$ cat config.mk
export PLATFORM = sky130hd
export DESIGN_NAME = sync_serial_dce_port
export DESIGN_NICKNAME = d
export VERILOG_FILES = /design/src/rtl/sync_serial_pkg.sv /design/src/rtl/pin_sync.sv /design/src/rtl/tx_phase_align.sv /design/src/rtl/sync_serial_dce_port.sv
export SDC_FILE = /design/constraint.sdc
export NUM_CORES = 1
export LEC_CHECK = 0
export BUFFER_PORTS_ARGS = -buffer_cell sky130_fd_sc_hd__buf_2
export CORE_MARGIN = 2
export CORE_UTILIZATION = 45
export DETAILED_ROUTE_END_ITERATION = 8
export PLACE_DENSITY = 0.68
export SLEW_MARGIN = 10
export SYNTH_ARGS = -nofsm -noshare
export SYNTH_HDL_FRONTEND = slang
export SYNTH_SLANG_ARGS = --single-unit
$ cat constraint.sdc
create_clock -name ref_clk -period 2.4 [get_ports ref_clk]
set_clock_uncertainty 0.15 [all_clocks]
set_input_delay 0.36 -clock ref_clk [delete_from_list [all_inputs] [get_ports ref_clk]]
set_output_delay 0.36 -clock ref_clk [all_outputs]
set_load 0.1 [all_outputs]
$ cat src/rtl/sync_serial_pkg.sv
package sync_serial_pkg;

  // ----------------------------------------------------------------
  // Clock and bit timing
  // ----------------------------------------------------------------
  localparam int CLK_PERIOD_NS  = 40;
  localparam int ST_PERIOD_NS   = 320;
  localparam int ST_DIV_DEFAULT = ST_PERIOD_NS / CLK_PERIOD_NS;
  localparam int PHASE_CNT_W    = 8;
  localparam int SYNC_W         = 5;

  // ----------------------------------------------------------------
  // Register port
  // ----------------------------------------------------------------
  localparam int ADDR_W = 4;
  localparam int DATA_W = 8;
  localparam logic [ADDR_W-1:0] REG_STATUS = 4'h0;
  localparam logic [ADDR_W-1:0] REG_MASK   = 4'h4;
  localparam logic [ADDR_W-1:0] REG_STATE  = 4'h8;
  localparam logic [DATA_W-1:0] STATUS_RST = 8'h00;
  localparam logic [DATA_W-1:0] MASK_RST   = 8'h00;

  // Status and mask bit positions
  localparam int EV_MOD_FAULT   = 0;
  localparam int EV_DEMOD_FAULT = 1;
  localparam int EV_RR_LOST     = 2;
  localparam int EV_CFG_CHANGE  = 3;
  localparam int EV_W           = 4;

  // Live state bit positions
  localparam int ST_DM       = 0;
  localparam int ST_RR       = 1;
  localparam int ST_CTS      = 2;
  localparam int ST_LOOP     = 3;
  localparam int ST_USE_FALL = 4;
  localparam int ST_MF_PIN   = 5;
  localparam int ST_DF_PIN   = 6;

  // Synchroniser lanes
  localparam int LN_SD  = 0;
  localparam int LN_TT  = 1;
  localparam int LN_RTS = 2;
  localparam int LN_MF  = 3;
  localparam int LN_DF  = 4;

  // ----------------------------------------------------------------
  // Modes
  // ----------------------------------------------------------------
  localparam logic [1:0] SRC_INTERNAL = 2'h0;
  localparam logic [1:0] SRC_EXTERNAL = 2'h1;
  localparam logic [1:0] SRC_RX_SAT   = 2'h2;
  localparam logic [1:0] PH_AUTO      = 2'h0;
  localparam logic [1:0] PH_NORMAL    = 2'h1;
  localparam logic [1:0] PH_INVERT    = 2'h2;

  typedef enum logic [1:0] {
    AL_WAIT = 2'b01,
    AL_RUN  = 2'b10
  } align_state_t;

endpackage

$ cat src/rtl/pin_sync.sv
`timescale 1ns/1ps
`default_nettype none
module pin_sync
  import sync_serial_pkg::*;
#(
  parameter int W = SYNC_W
) (
  input  wire logic         ref_clk,
  input  wire logic         rst,
  input  wire logic [W-1:0] pin,
  output logic      [W-1:0] level,
  output logic      [W-1:0] rise,
  output logic      [W-1:0] fall
);

  logic [W-1:0] meta;
  logic [W-1:0] stab;
  logic [W-1:0] prev;

  initial begin
    if (W < 1) $error("pin_sync needs at least one lane");
  end

  // Two-flop synchroniser, then a history flop for edges
  always_ff @(posedge ref_clk) begin
    if (rst) begin
      meta <= '0;
      stab <= '0;
      prev <= '0;
    end else begin
      meta <= pin;
      stab <= meta;
      prev <= stab;
    end
  end

  // Edges come from the settled stage only
  assign level = stab;
  assign rise  = stab & ~prev;
  assign fall  = ~stab & prev;

endmodule
`default_nettype wire

$ cat src/rtl/tx_phase_align.sv
`timescale 1ns/1ps
`default_nettype none
module tx_phase_align
  import sync_serial_pkg::*;
#(
  parameter int CNT_W = PHASE_CNT_W
) (
  input  wire logic       ref_clk,
  input  wire logic       rst,
  input  wire logic       resync,
  input  wire logic       clk_rise,
  input  wire logic       clk_fall,
  input  wire logic       sd,
  input  wire logic [1:0] phase_mode,
  output logic            tx_bit,
  output logic            tx_valid,
  output logic            use_fall
);

  align_state_t     state, next_state;
  logic [CNT_W-1:0] cnt, next_cnt;
  logic [CNT_W-1:0] period, next_period;
  logic [CNT_W-1:0] pos, next_pos;
  logic             sd_q, next_sd_q;
  logic             next_bit, next_valid, next_use_fall;

  initial begin
    if (CNT_W < 3) $error("tx_phase_align counter too narrow");
  end

  // True when the data edge sits near the clock rising edge
  function automatic logic near_rise(input logic [CNT_W-1:0] p,
                                     input logic [CNT_W-1:0] per);
    logic [CNT_W-1:0] q;
    q = per >> 2;
    near_rise = (p < q) || (p >= per - q);
  endfunction

  // Measure bit period and data edge position, pick the sampling edge
  always_comb begin
    next_state    = state;
    next_cnt      = (&cnt) ? cnt : cnt + 1'b1;
    next_period   = period;
    next_pos      = pos;
    next_sd_q     = sd;
    next_bit      = tx_bit;
    next_valid    = 1'b0;
    next_use_fall = use_fall;
    if (clk_rise) begin
      next_cnt    = '0;
      next_period = (&cnt) ? cnt : cnt + 1'b1;
    end
    if (sd != sd_q) begin
      next_pos = cnt;
    end
    unique case (phase_mode)
      PH_NORMAL: next_use_fall = 1'b0;
      PH_INVERT: next_use_fall = 1'b1;
      default:   next_use_fall = near_rise(pos, period);
    endcase
    unique case (state)
      AL_WAIT: begin
        if (clk_rise) begin
          next_state = AL_RUN;
        end
      end
      AL_RUN: begin
        if (use_fall ? clk_fall : clk_rise) begin
          next_bit   = sd;
          next_valid = 1'b1;
        end
      end
    endcase
    if (resync) begin
      next_state  = AL_WAIT;
      next_cnt    = '0;
      next_period = '0;
      next_pos    = '0;
      next_valid  = 1'b0;
    end
  end

  // State registers
  always_ff @(posedge ref_clk) begin
    if (rst) begin
      state    <= AL_WAIT;
      cnt      <= '0;
      period   <= '0;
      pos      <= '0;
      sd_q     <= 1'b0;
      tx_bit   <= 1'b0;
      tx_valid <= 1'b0;
      use_fall <= 1'b0;
    end else begin
      state    <= next_state;
      cnt      <= next_cnt;
      period   <= next_period;
      pos      <= next_pos;
      sd_q     <= next_sd_q;
      tx_bit   <= next_bit;
      tx_valid <= next_valid;
      use_fall <= next_use_fall;
    end
  end

endmodule
`default_nettype wire

$ cat src/rtl/sync_serial_dce_port.sv
// Behaviour
// - Drive send clock at modem data rate
// - External mode samples data on terminal clock
// - Move sampling edge away from data transitions
// - Phasing choices: auto, normal, inverted
// - Send clock output polarity selectable
// - Receive data and clock out; data polarity
// - Receive clock edge mid-bit per mode
// - Clear-to-send follows request-to-send directly
// - Data mode asserted when powered; polarity
// - Receiver ready needs carrier and lock; polarity
// - Loopback: send data and clock to receive
// - Loopback: receive path into modulator input
// - Loop timing replaces send clock with recovered
// - Separate buffered modulator and demodulator faults
`timescale 1ns/1ps
`default_nettype none
module sync_serial_dce_port
  import sync_serial_pkg::*;
#(
  parameter int ST_DIV = ST_DIV_DEFAULT
) (
  input  wire logic              ref_clk,
  input  wire logic              rst,
  input  wire logic [ADDR_W-1:0] reg_addr,
  input  wire logic [DATA_W-1:0] reg_wdata,
  input  wire logic              reg_wr,
  input  wire logic              reg_rd,
  output logic      [DATA_W-1:0] reg_rdata,
  output logic                   irq,
  input  wire logic [1:0]        tx_clk_src,
  input  wire logic [1:0]        tx_phase,
  input  wire logic              st_invert,
  input  wire logic              rt_invert,
  input  wire logic              rd_invert,
  input  wire logic              dm_invert,
  input  wire logic              rr_invert,
  input  wire logic              loopback,
  input  wire logic              handshake_strap,
  input  wire logic              sd_pin,
  input  wire logic              tt_pin,
  input  wire logic              rts_pin,
  output logic                   st_pin,
  output logic                   rd_pin,
  output logic                   rt_pin,
  output logic                   cts_pin,
  output logic                   dm_pin,
  output logic                   rr_pin,
  input  wire logic              mod_fault_pin_in,
  output logic                   mod_fault_pin_out,
  output logic                   mod_fault_pin_oe,
  input  wire logic              demod_fault_pin_in,
  output logic                   demod_fault_pin_out,
  output logic                   demod_fault_pin_oe,
  input  wire logic              demod_data,
  input  wire logic              demod_clk,
  input  wire logic              carrier_detect,
  input  wire logic              decoder_lock,
  input  wire logic              mod_fault,
  input  wire logic              demod_fault,
  output logic                   mod_data,
  output logic                   mod_strobe
);

  localparam int DIV_W  = $clog2(ST_DIV + 1);
  localparam int CFG_W  = 13;
  localparam int HALF_I = ST_DIV / 2;
  localparam int LAST_I = ST_DIV - 1;
  localparam logic [DIV_W-1:0] HALF = HALF_I[DIV_W-1:0];
  localparam logic [DIV_W-1:0] LAST = LAST_I[DIV_W-1:0];

  initial begin
    if (ST_DIV < 2 || (ST_DIV % 2) != 0) begin
      $error("ST_DIV must be even and at least 2");
    end
  end

  // Apply a selectable output polarity
  function automatic logic polar(input logic v, input logic inv);
    polar = v ^ inv;
  endfunction

  // ----------------------------------------------------------------
  // Pin synchronisers
  // ----------------------------------------------------------------
  logic [SYNC_W-1:0] pin_lvl;
  logic [SYNC_W-1:0] pin_rise;
  logic [SYNC_W-1:0] pin_fall;

  pin_sync #(
    .W (SYNC_W)
  ) u_sync (
    .ref_clk (ref_clk),
    .rst     (rst),
    .pin     ({demod_fault_pin_in, mod_fault_pin_in, rts_pin, tt_pin, sd_pin}),
    .level   (pin_lvl),
    .rise    (pin_rise),
    .fall    (pin_fall)
  );

  // ----------------------------------------------------------------
  // Configuration watch
  // ----------------------------------------------------------------
  logic [CFG_W-1:0] cfg_now;
  logic [CFG_W-1:0] cfg_q, next_cfg_q;
  logic             resync, next_resync;

  assign cfg_now = {tx_clk_src, tx_phase, st_invert, rt_invert, rd_invert,
                    dm_invert, rr_invert, loopback, handshake_strap, 2'b00};

  // Any change of the settings restarts the transmit path
  always_comb begin
    next_cfg_q  = cfg_now;
    next_resync = (cfg_now != cfg_q);
  end

  always_ff @(posedge ref_clk) begin
    if (rst) begin
      cfg_q  <= '0;
      resync <= 1'b1;
    end else begin
      cfg_q  <= next_cfg_q;
      resync <= next_resync;
    end
  end

  // ----------------------------------------------------------------
  // Send clock divider
  // ----------------------------------------------------------------
  logic [DIV_W-1:0] div_cnt, next_div_cnt;
  logic             st_int, next_st_int;
  logic             st_rise_t, st_fall_t;

  // Enable pulses at the data rate edges
  assign st_rise_t = (div_cnt == LAST);
  assign st_fall_t = (div_cnt == HALF - 1'b1);

  always_comb begin
    next_div_cnt = st_rise_t ? '0 : div_cnt + 1'b1;
    next_st_int  = st_int;
    if (st_rise_t) begin
      next_st_int = 1'b1;
    end else if (st_fall_t) begin
      next_st_int = 1'b0;
    end
    if (resync) begin
      next_div_cnt = '0;
      next_st_int  = 1'b0;
    end
  end

  always_ff @(posedge ref_clk) begin
    if (rst) begin
      div_cnt <= '0;
      st_int  <= 1'b0;
    end else begin
      div_cnt <= next_div_cnt;
      st_int  <= next_st_int;
    end
  end

  // ----------------------------------------------------------------
  // Recovered clock edges
  // ----------------------------------------------------------------
  logic rxc_q, next_rxc_q;
  logic rx_rise, rx_fall;

  assign rx_rise = demod_clk & ~rxc_q;
  assign rx_fall = ~demod_clk & rxc_q;

  always_comb begin
    next_rxc_q = demod_clk;
  end

  always_ff @(posedge ref_clk) begin
    if (rst) begin
      rxc_q <= 1'b0;
    end else begin
      rxc_q <= next_rxc_q;
    end
  end

  // ----------------------------------------------------------------
  // Transmit clock selection and phase alignment
  // ----------------------------------------------------------------
  logic sel_rise, sel_fall, sel_lvl;
  logic tx_bit, tx_valid, use_fall;

  // Pick the edges that clock send data in
  always_comb begin
    unique case (tx_clk_src)
      SRC_EXTERNAL: begin
        sel_rise = pin_rise[LN_TT];
        sel_fall = pin_fall[LN_TT];
        sel_lvl  = pin_lvl[LN_TT];
      end
      SRC_RX_SAT: begin
        sel_rise = rx_rise;
        sel_fall = rx_fall;
        sel_lvl  = rxc_q;
      end
      default: begin
        sel_rise = st_rise_t;
        sel_fall = st_fall_t;
        sel_lvl  = st_int;
      end
    endcase
  end

  tx_phase_align #(
    .CNT_W (PHASE_CNT_W)
  ) u_align (
    .ref_clk    (ref_clk),
    .rst        (rst),
    .resync     (resync),
    .clk_rise   (sel_rise),
    .clk_fall   (sel_fall),
    .sd         (pin_lvl[LN_SD]),
    .phase_mode (tx_phase),
    .tx_bit     (tx_bit),
    .tx_valid   (tx_valid),
    .use_fall   (use_fall)
  );

  // ----------------------------------------------------------------
  // Pin and modulator outputs
  // ----------------------------------------------------------------
  logic st_src;
  logic next_st, next_rd, next_rt, next_cts, next_dm, next_rr;
  logic next_mdata, next_mstb, next_mf_oe, next_df_oe;
  logic rr_raw;

  assign st_src = (tx_clk_src == SRC_RX_SAT) ? rxc_q : st_int;
  assign rr_raw = carrier_detect & decoder_lock;

  // Route data, clocks and status toward the terminal and modulator
  always_comb begin
    next_st  = polar(st_src, st_invert);
    next_rd  = polar(demod_data, rd_invert);
    next_rt  = polar(demod_clk, rt_invert);
    next_cts = handshake_strap & pin_lvl[LN_RTS];
    next_dm  = polar(1'b1, dm_invert);
    next_rr  = polar(rr_raw, rr_invert);
    next_mdata = tx_bit;
    next_mstb  = tx_valid;
    if (loopback) begin
      next_rd    = polar(pin_lvl[LN_SD], rd_invert);
      next_rt    = polar(sel_lvl, rt_invert);
      next_mdata = demod_data;
      next_mstb  = rx_rise;
    end
    next_mf_oe = ~mod_fault;
    next_df_oe = ~demod_fault;
  end

  always_ff @(posedge ref_clk) begin
    if (rst) begin
      st_pin             <= 1'b0;
      rd_pin             <= 1'b0;
      rt_pin             <= 1'b0;
      cts_pin            <= 1'b0;
      dm_pin             <= 1'b0;
      rr_pin             <= 1'b0;
      mod_data           <= 1'b0;
      mod_strobe         <= 1'b0;
      mod_fault_pin_oe   <= 1'b0;
      demod_fault_pin_oe <= 1'b0;
    end else begin
      st_pin             <= next_st;
      rd_pin             <= next_rd;
      rt_pin             <= next_rt;
      cts_pin            <= next_cts;
      dm_pin             <= next_dm;
      rr_pin             <= next_rr;
      mod_data           <= next_mdata;
      mod_strobe         <= next_mstb;
      mod_fault_pin_oe   <= next_mf_oe;
      demod_fault_pin_oe <= next_df_oe;
    end
  end

  // Open collector: only ever pulls low
  assign mod_fault_pin_out   = 1'b0;
  assign demod_fault_pin_out = 1'b0;

  // ----------------------------------------------------------------
  // Event status, mask and register port
  // ----------------------------------------------------------------
  logic [EV_W-1:0]   status, next_status;
  logic [EV_W-1:0]   mask, next_mask;
  logic [EV_W-1:0]   events;
  logic [DATA_W-1:0] next_rdata;
  logic              mf_q, df_q, rr_q;
  logic              next_mf_q, next_df_q, next_rr_q;
  logic [DATA_W-1:0] state_word;

  always_comb begin
    events                 = '0;
    events[EV_MOD_FAULT]   = mod_fault & ~mf_q;
    events[EV_DEMOD_FAULT] = demod_fault & ~df_q;
    events[EV_RR_LOST]     = ~rr_raw & rr_q;
    events[EV_CFG_CHANGE]  = resync;
  end

  always_comb begin
    state_word              = '0;
    state_word[ST_DM]       = dm_pin;
    state_word[ST_RR]       = rr_pin;
    state_word[ST_CTS]      = cts_pin;
    state_word[ST_LOOP]     = loopback;
    state_word[ST_USE_FALL] = use_fall;
    state_word[ST_MF_PIN]   = pin_lvl[LN_MF];
    state_word[ST_DF_PIN]   = pin_lvl[LN_DF];
  end

  // Write one to clear; a new event in the same cycle wins
  always_comb begin
    next_mf_q   = mod_fault;
    next_df_q   = demod_fault;
    next_rr_q   = rr_raw;
    next_status = status;
    next_mask   = mask;
    next_rdata  = '0;
    if (reg_wr && reg_addr == REG_STATUS) begin
      next_status = status & ~reg_wdata[EV_W-1:0];
    end
    if (reg_wr && reg_addr == REG_MASK) begin
      next_mask = reg_wdata[EV_W-1:0];
    end
    next_status = next_status | events;
    if (reg_rd) begin
      unique case (reg_addr)
        REG_STATUS: next_rdata = {{(DATA_W-EV_W){1'b0}}, status};
        REG_MASK:   next_rdata = {{(DATA_W-EV_W){1'b0}}, mask};
        REG_STATE:  next_rdata = state_word;
        default:    next_rdata = '0;
      endcase
    end
  end

  always_ff @(posedge ref_clk) begin
    if (rst) begin
      status    <= STATUS_RST[EV_W-1:0];
      mask      <= MASK_RST[EV_W-1:0];
      reg_rdata <= '0;
      mf_q      <= 1'b0;
      df_q      <= 1'b0;
      rr_q      <= 1'b0;
    end else begin
      status    <= next_status;
      mask      <= next_mask;
      reg_rdata <= next_rdata;
      mf_q      <= next_mf_q;
      df_q      <= next_df_q;
      rr_q      <= next_rr_q;
    end
  end

  // Level interrupt while any unmasked event is pending
  assign irq = |(status & mask);

endmodule
`default_nettype wire

Word level (Yosys, flattened, before mapping)
Cells that the tools add are included.
{"block": "word_totals", "reg_bits": 91, "in_bits": 38, "elab_cells": 111}
{"block": "op_classes", "n_addsub": 3, "magnitude_cmp": 2, "eq_ne": 12, "muxes": 16, "bitwise_logic": 31, "reduce_logical": 14}
{"cell": "one-hot mux 7 bit (3 select lines)", "n": 1}
{"cell": "!= test 13 bit", "n": 1}
{"cell": "inverter 1 bit", "n": 10}
{"cell": "two-way mux 1 bit", "n": 9}
{"cell": "OR reduction 3 bit", "n": 3}
{"cell": "adder 8 x 1 -> 8 bit (second input constant)", "n": 1}
{"cell": "AND 4 bit", "n": 2}
{"cell": "equality test 4 x 3 -> 1 bit (second input constant)", "n": 2}
{"cell": "greater-or-equal comparator 8 bit", "n": 1}
{"cell": "less-than comparator 8 x 6 -> 1 bit", "n": 1}
{"cell": "two-way mux 8 bit", "n": 1}
{"cell": "one-hot mux 1 bit (2 select lines)", "n": 4}
{"cell": "AND reduction 8 bit", "n": 1}
{"cell": "subtractor 8 x 6 -> 8 bit", "n": 1}
{"cell": "AND 1 bit", "n": 7}
{"cell": "equality test 2 x 1 -> 1 bit (second input constant)", "n": 3}
{"cell": "equality test 2 bit (second input constant)", "n": 3}
{"cell": "bitwise XOR 1 bit", "n": 6}
{"cell": "adder 4 x 1 -> 4 bit (second input constant)", "n": 1}
{"cell": "AND 2 bit", "n": 2}
{"cell": "equality test 4 x 2 -> 1 bit (second input constant)", "n": 1}
{"cell": "equality test 4 bit (second input constant)", "n": 1}
{"cell": "logical NOT 4 bit", "n": 1}
{"cell": "two-way mux 4 bit", "n": 1}
{"cell": "10 further kinds", "n": 14}

Logic depth before layout (Yosys ltp)
{"block": "logic_depth", "word_depth": 5, "depth_mapped": 13, "mapped_depth_nobuf": 13}

Hierarchy
From an unflattened synthesis, not the netlist that was laid out.
{"block": "unflattened", "hier_cells": 440, "area_unflattened_um2": 4087.7}
{"mod": "sync_serial_dce_port", "instances": 1, "cells_each": 191, "area_each_um2": 1820.5, "seq_area_each_um2": 920.9}
{"mod": "tx_phase_align", "instances": 1, "cells_each": 208, "area_each_um2": 1771.7, "seq_area_each_um2": 600.6}
{"mod": "pin_sync", "instances": 1, "cells_each": 41, "area_each_um2": 495.5, "seq_area_each_um2": 300.3}

Worst setup path after synthesis
No wires, ideal clock.
{"block": "synth_timing", "path_kind": "reg2reg", "startpoint": "register u_align.period[2]", "endpoint": "register u_align.use_fall", "setup_time_ns": 0.091, "t_arrival_ns": 2.322, "required_time_ns": 2.159, "setup_slack_ns": -0.163, "stages_incl_launch_ff": 13, "n_path_buf": 0, "period_less_slack_ns": 2.563, "path_cell_list": "dfxtp_1 > ha_1 > inv_1 > fa_1 > a21o_1 > a21oi_1 > o21bai_1 > a21oi_1 > xnor2_1 > ha_1 > o2111a_1 > o31ai_1 > a311oi_1"}
{"block": "synth_between", "elab_chain_cells": 4, "word_cells_on_any_way": 5, "classes_between": "1 x add/sub; 2 x order compare; 1 x mux; 1 x reduce/logical"}
{"element": "start, declared", "line_no": "tx_phase_align.sv:22", "source": "logic [CNT_W-1:0] period, next_period;"}
{"element": "start signal, assigned", "line_no": "tx_phase_align.sv:97", "source": "period <= next_period;"}
{"element": "subtractor 8 x 6 -> 8 bit", "line_no": "tx_phase_align.sv:36", "source": "near_rise = (p < q) || (p >= per - q);"}
{"element": "greater-or-equal comparator 8 bit", "line_no": "tx_phase_align.sv:36"}
{"element": "logical OR 1 bit (*)", "line_no": "tx_phase_align.sv:36"}
{"element": "one-hot mux 1 bit (2 select lines) (*)", "line_no": "tx_phase_align.sv:56", "source": "unique case (phase_mode)"}
{"element": "end signal, assigned", "line_no": "tx_phase_align.sv:102", "source": "use_fall <= next_use_fall;"}
{"element": "end, declared", "line_no": "tx_phase_align.sv:17", "source": "output logic use_fall"}
Mark *: on every way between the ends. The rest lies on a longest branch, timed or not.
A chain may end at the register's enable or synchronous reset.

Worst setup path in the final report
Ends and elaborated chain as after synthesis.

==> metrics.md <==
| Metric | Value |
|---|---|
| First-pass GRT wire length | 12400 µm |
| Unrepaired setup endpoints after global routing | yes |
| Routed via count | 2863 |
| Row cnt | 33 |
| Worst-Margin Slew | 635 ps |
| Failing checks | negative setup slack |
| RD Place Congestion | 0.900 |
| Overall Global Routing Usage | 17.4% |
| Most common cell after layout, fill and taps aside | dfxtp_1 |
| Pleak | 1.94 nW |
| Via/cell ratio | 4.86 |
| Worst Path Buf+Inv | 1 |
| Crit path cell chain | ha_4 -> inv_2 -> fa_2 -> a21o_1 -> a21oi_2 -> o21bai_1 -> a21oi_1 -> xnor2_1 -> ha_1 -> a21o_1 -> a21oi_1 -> a311oi_1 |
| Final WL | 7420 µm |
| CORE AREA | 8220 µm² |
| Number of buffers created by CTS | 9 |
| DR DRC count | 0 |
| Multi-input logic area | 1960 µm² |
| Reg2reg end | u_align.use_fall$_SDFF_PP0_ |
| Final count of negative-setup-slack endpoints | 1 |
| Antenna violations before repair | 0 |
| Post-synth EDFFs | 0 |
| FF+latch count, synth | 87 |
| CTS root buf | clkbuf_8 |
| Synth Cell Area | 3810 µm² |
| Routed Antenna Nets | 0 |
| Hold buffer count at CTS | 0 |
| Clock slew at reported path FFs | 90 ps |
| Status | finished, violations left |
| Synth top area share | 45.7% |
| WP data required | 2470 ps |
| CP delay by family, top | compound AO/OA/AOI/OAI gates |
| WS Path Type | flop to flop |
| TNS Setup | -160 ps |
| Post-synth ARST share | 0% |
| FF+latch area | 1750 µm² |
| Yosys top cell by area | dfxtp_1 |
| Dpl hpwl | 5690 µm |
| Crit path launch type | flop |
| Worst R2R Path Depth | 12 |
| Most frequent cells in the layout | dfxtp_1, buf_2, nor2_1 |
| Fillers | 726 |
| Clock sink count | 87 |
| Sequential area share after synthesis | 45.7% |
| Top_reg_cell synth | dfxtp_1 |
| CP peak stage delay | 390 ps |
| H-tree levels | 3 |
| Cell variety after synth | 50 |
| Worst Setup SP | u_align.period[2]$_SDFFE_PP0P_ |
| Number of global-route vias before repair | 2776 |
| Cells after synthesis | 410 |
| Max-cap violation count | 0 |
| Max clock buf depth | 2 |
| DRT Pass-1 Iters | 4 |
| Min cycle time layout | 2560 ps |
| YS warnings | 0 |
| Worst Hold Endpoint | mod_fault_pin_oe$_SDFF_PP0_ |
| Chip width | 96.0 µm |
| Initial Utilization | 46.3% |
| Layout cell share with drive strength beyond 1 | 22.1% |
| Syn_area_per_cell | 9.29 µm² |
| Dominant cells by area after synthesis | dfxtp_1, ha_1, nor2b_1 |
| GR Overflow Total | 0 |
| Initial DRC count | 87 |
| Worst flop-to-flop path startpoint | u_align.period[2]$_SDFFE_PP0P_ |
| Hold Crit Class | primary input to flop |
| Hold_sp | mod_fault |
| CTS tree | done |
| Worst EP arrival | 2630 ps |
| Antenna fix cells | 0 |
| Die Height | 96.0 µm |
| Total power | 2.82 mW |
| Final hold vios | 0 |
| Worst-skew pair later-pin latency | 360 ps |
| PD cells | 622 nW/µm² |
| Largest net degree at the start of global routing | 37 |
| Flop2flop setup slack | -160 ps |
| Endpoint class of the critical path | flop |
| Ports | 59 |
| Final nets | 542 |
| Worst vdd rail ir drop | 365 µV |
| WL/cell | 12.6 µm |
| Placement Setup Slack | -174 ps |
| Fin worst setup slack | -160 ps |
| WHS Path Cells | 2 |
| Area of the die | 9210 µm² |
| Period utilization | 107% |
| Highest-delay cell along the critical path | dfxtp_4 |
| Layout area overhead | 19.3% |
| Max Slew Vio Count | 0 |
| IO buf count | 51 |
| Slew HR | 57.4% |
| Crit Path Max Fanout | 4 |
| Fmax achieved | 391 MHz |
[per-layer routing]
layer / global-route usage [%] / wire length (µm)
met5: 0 / 0
met1: 21.7 / 3480
met4: 6.07 / 91
met3: 3.84 / 293
met2: 29.7 / 3550
[how the worst max path moves through the flow]
stage                                       end  slack, ps  cells past startpoint
global placement    u_align.use_fall$_SDFF_PP0_       -110                     11
finish              u_align.use_fall$_SDFF_PP0_       -160                     12
CTS                 u_align.use_fall$_SDFF_PP0_       -170                     12
detailed placement  u_align.use_fall$_SDFF_PP0_       -170                     11
global route        u_align.use_fall$_SDFF_PP0_       -290                     12
floorplan           u_align.use_fall$_SDFF_PP0_        -20                     12
[area by class of cell]
cell class,count,share of cell area [%]
Inverter,22,1.82
Multi-Input combinational cell,289,43.2
Clock inverter,5,1.41
Sequential cell,87,38.5
Timing Repair Buffer,70,9.04
Clock buffer,11,3.11
Tap cell,105,2.89
[registers in the layout, indices dropped and copies added (netlist names), 5 cells and up]
register and flops:
cfg_q 11, reg_rdata 7, u_align.cnt 8, u_align.period 8, u_align.pos 8, u_sync.level 5, u_sync.meta 5
[synth_stat cells, drive strengths merged, types with 2 or more instances]
master and number:
mux2 2, a21o 3, xor2 19, mux2i 15
xnor2 9, and2 5, a21oi 34, nor2 43
buf 8, nor4 3, nand2b 9, o22ai 3
nor2b 31, a22oi 2, ha 24, nand2 35
nand3b 2, clkbuf 6, o2111ai 2, dfxtp 87
or2 3, nand3 10, nand4 2, and3 2
inv 22, o21ai 13
[worst reg2reg max path: cells and delay by family, from the launching register on]
family | cells | cell delay (ps)
compound gates | 7 | 970
xor+xnor | 1 | 140
fa+ha+maj | 3 | 730
buf+inv | 1 | 30
flops | 1 | 390
[cells by family after synthesis]
| family | Yosys count | synth area share, % |
|---|---|---|
| other | 1 | 0.0985 |
| adder cells (fa/ha/maj) | 25 | 8.41 |
| flip-flops | 87 | 45.7 |
| AND/OR/NAND/NOR | 148 | 19.3 |
| buffers and inverters | 36 | 4.04 |
| multiplexers | 17 | 4.96 |
| AO/OA/AOI/OAI | 68 | 11.0 |
| XOR/XNOR | 28 | 6.44 |
[timing repair]
| action | CTS | global route |
|---|---|---|
| buffers inserted | 1 | 0 |
| setup endpoints to repair | 1 | 1 |
| pin swaps | 1 | 1 |
| gates resized for setup | 3 | 4 |
[where the power goes]
group	total, mW	switching, mW	internal (mW)
registers	1.50	0.0183	1.48
clock network	1.05	0.531	0.523
logic	0.270	0.189	0.0812
[per-stage QoR]
step	area [µm²]	hold slack (ps)	cells	utilization (%)
after CTS	4530	14.5	589	55.1
final	4540	32.4	589	55.3
after global routing	4540	25.6	589	55.3
after floorplan	3850	256	412	-
after global placement	4310	263	572	52.5
after detailed placement	4310	263	572	52.5
Power figures use the tool's default switching activity.
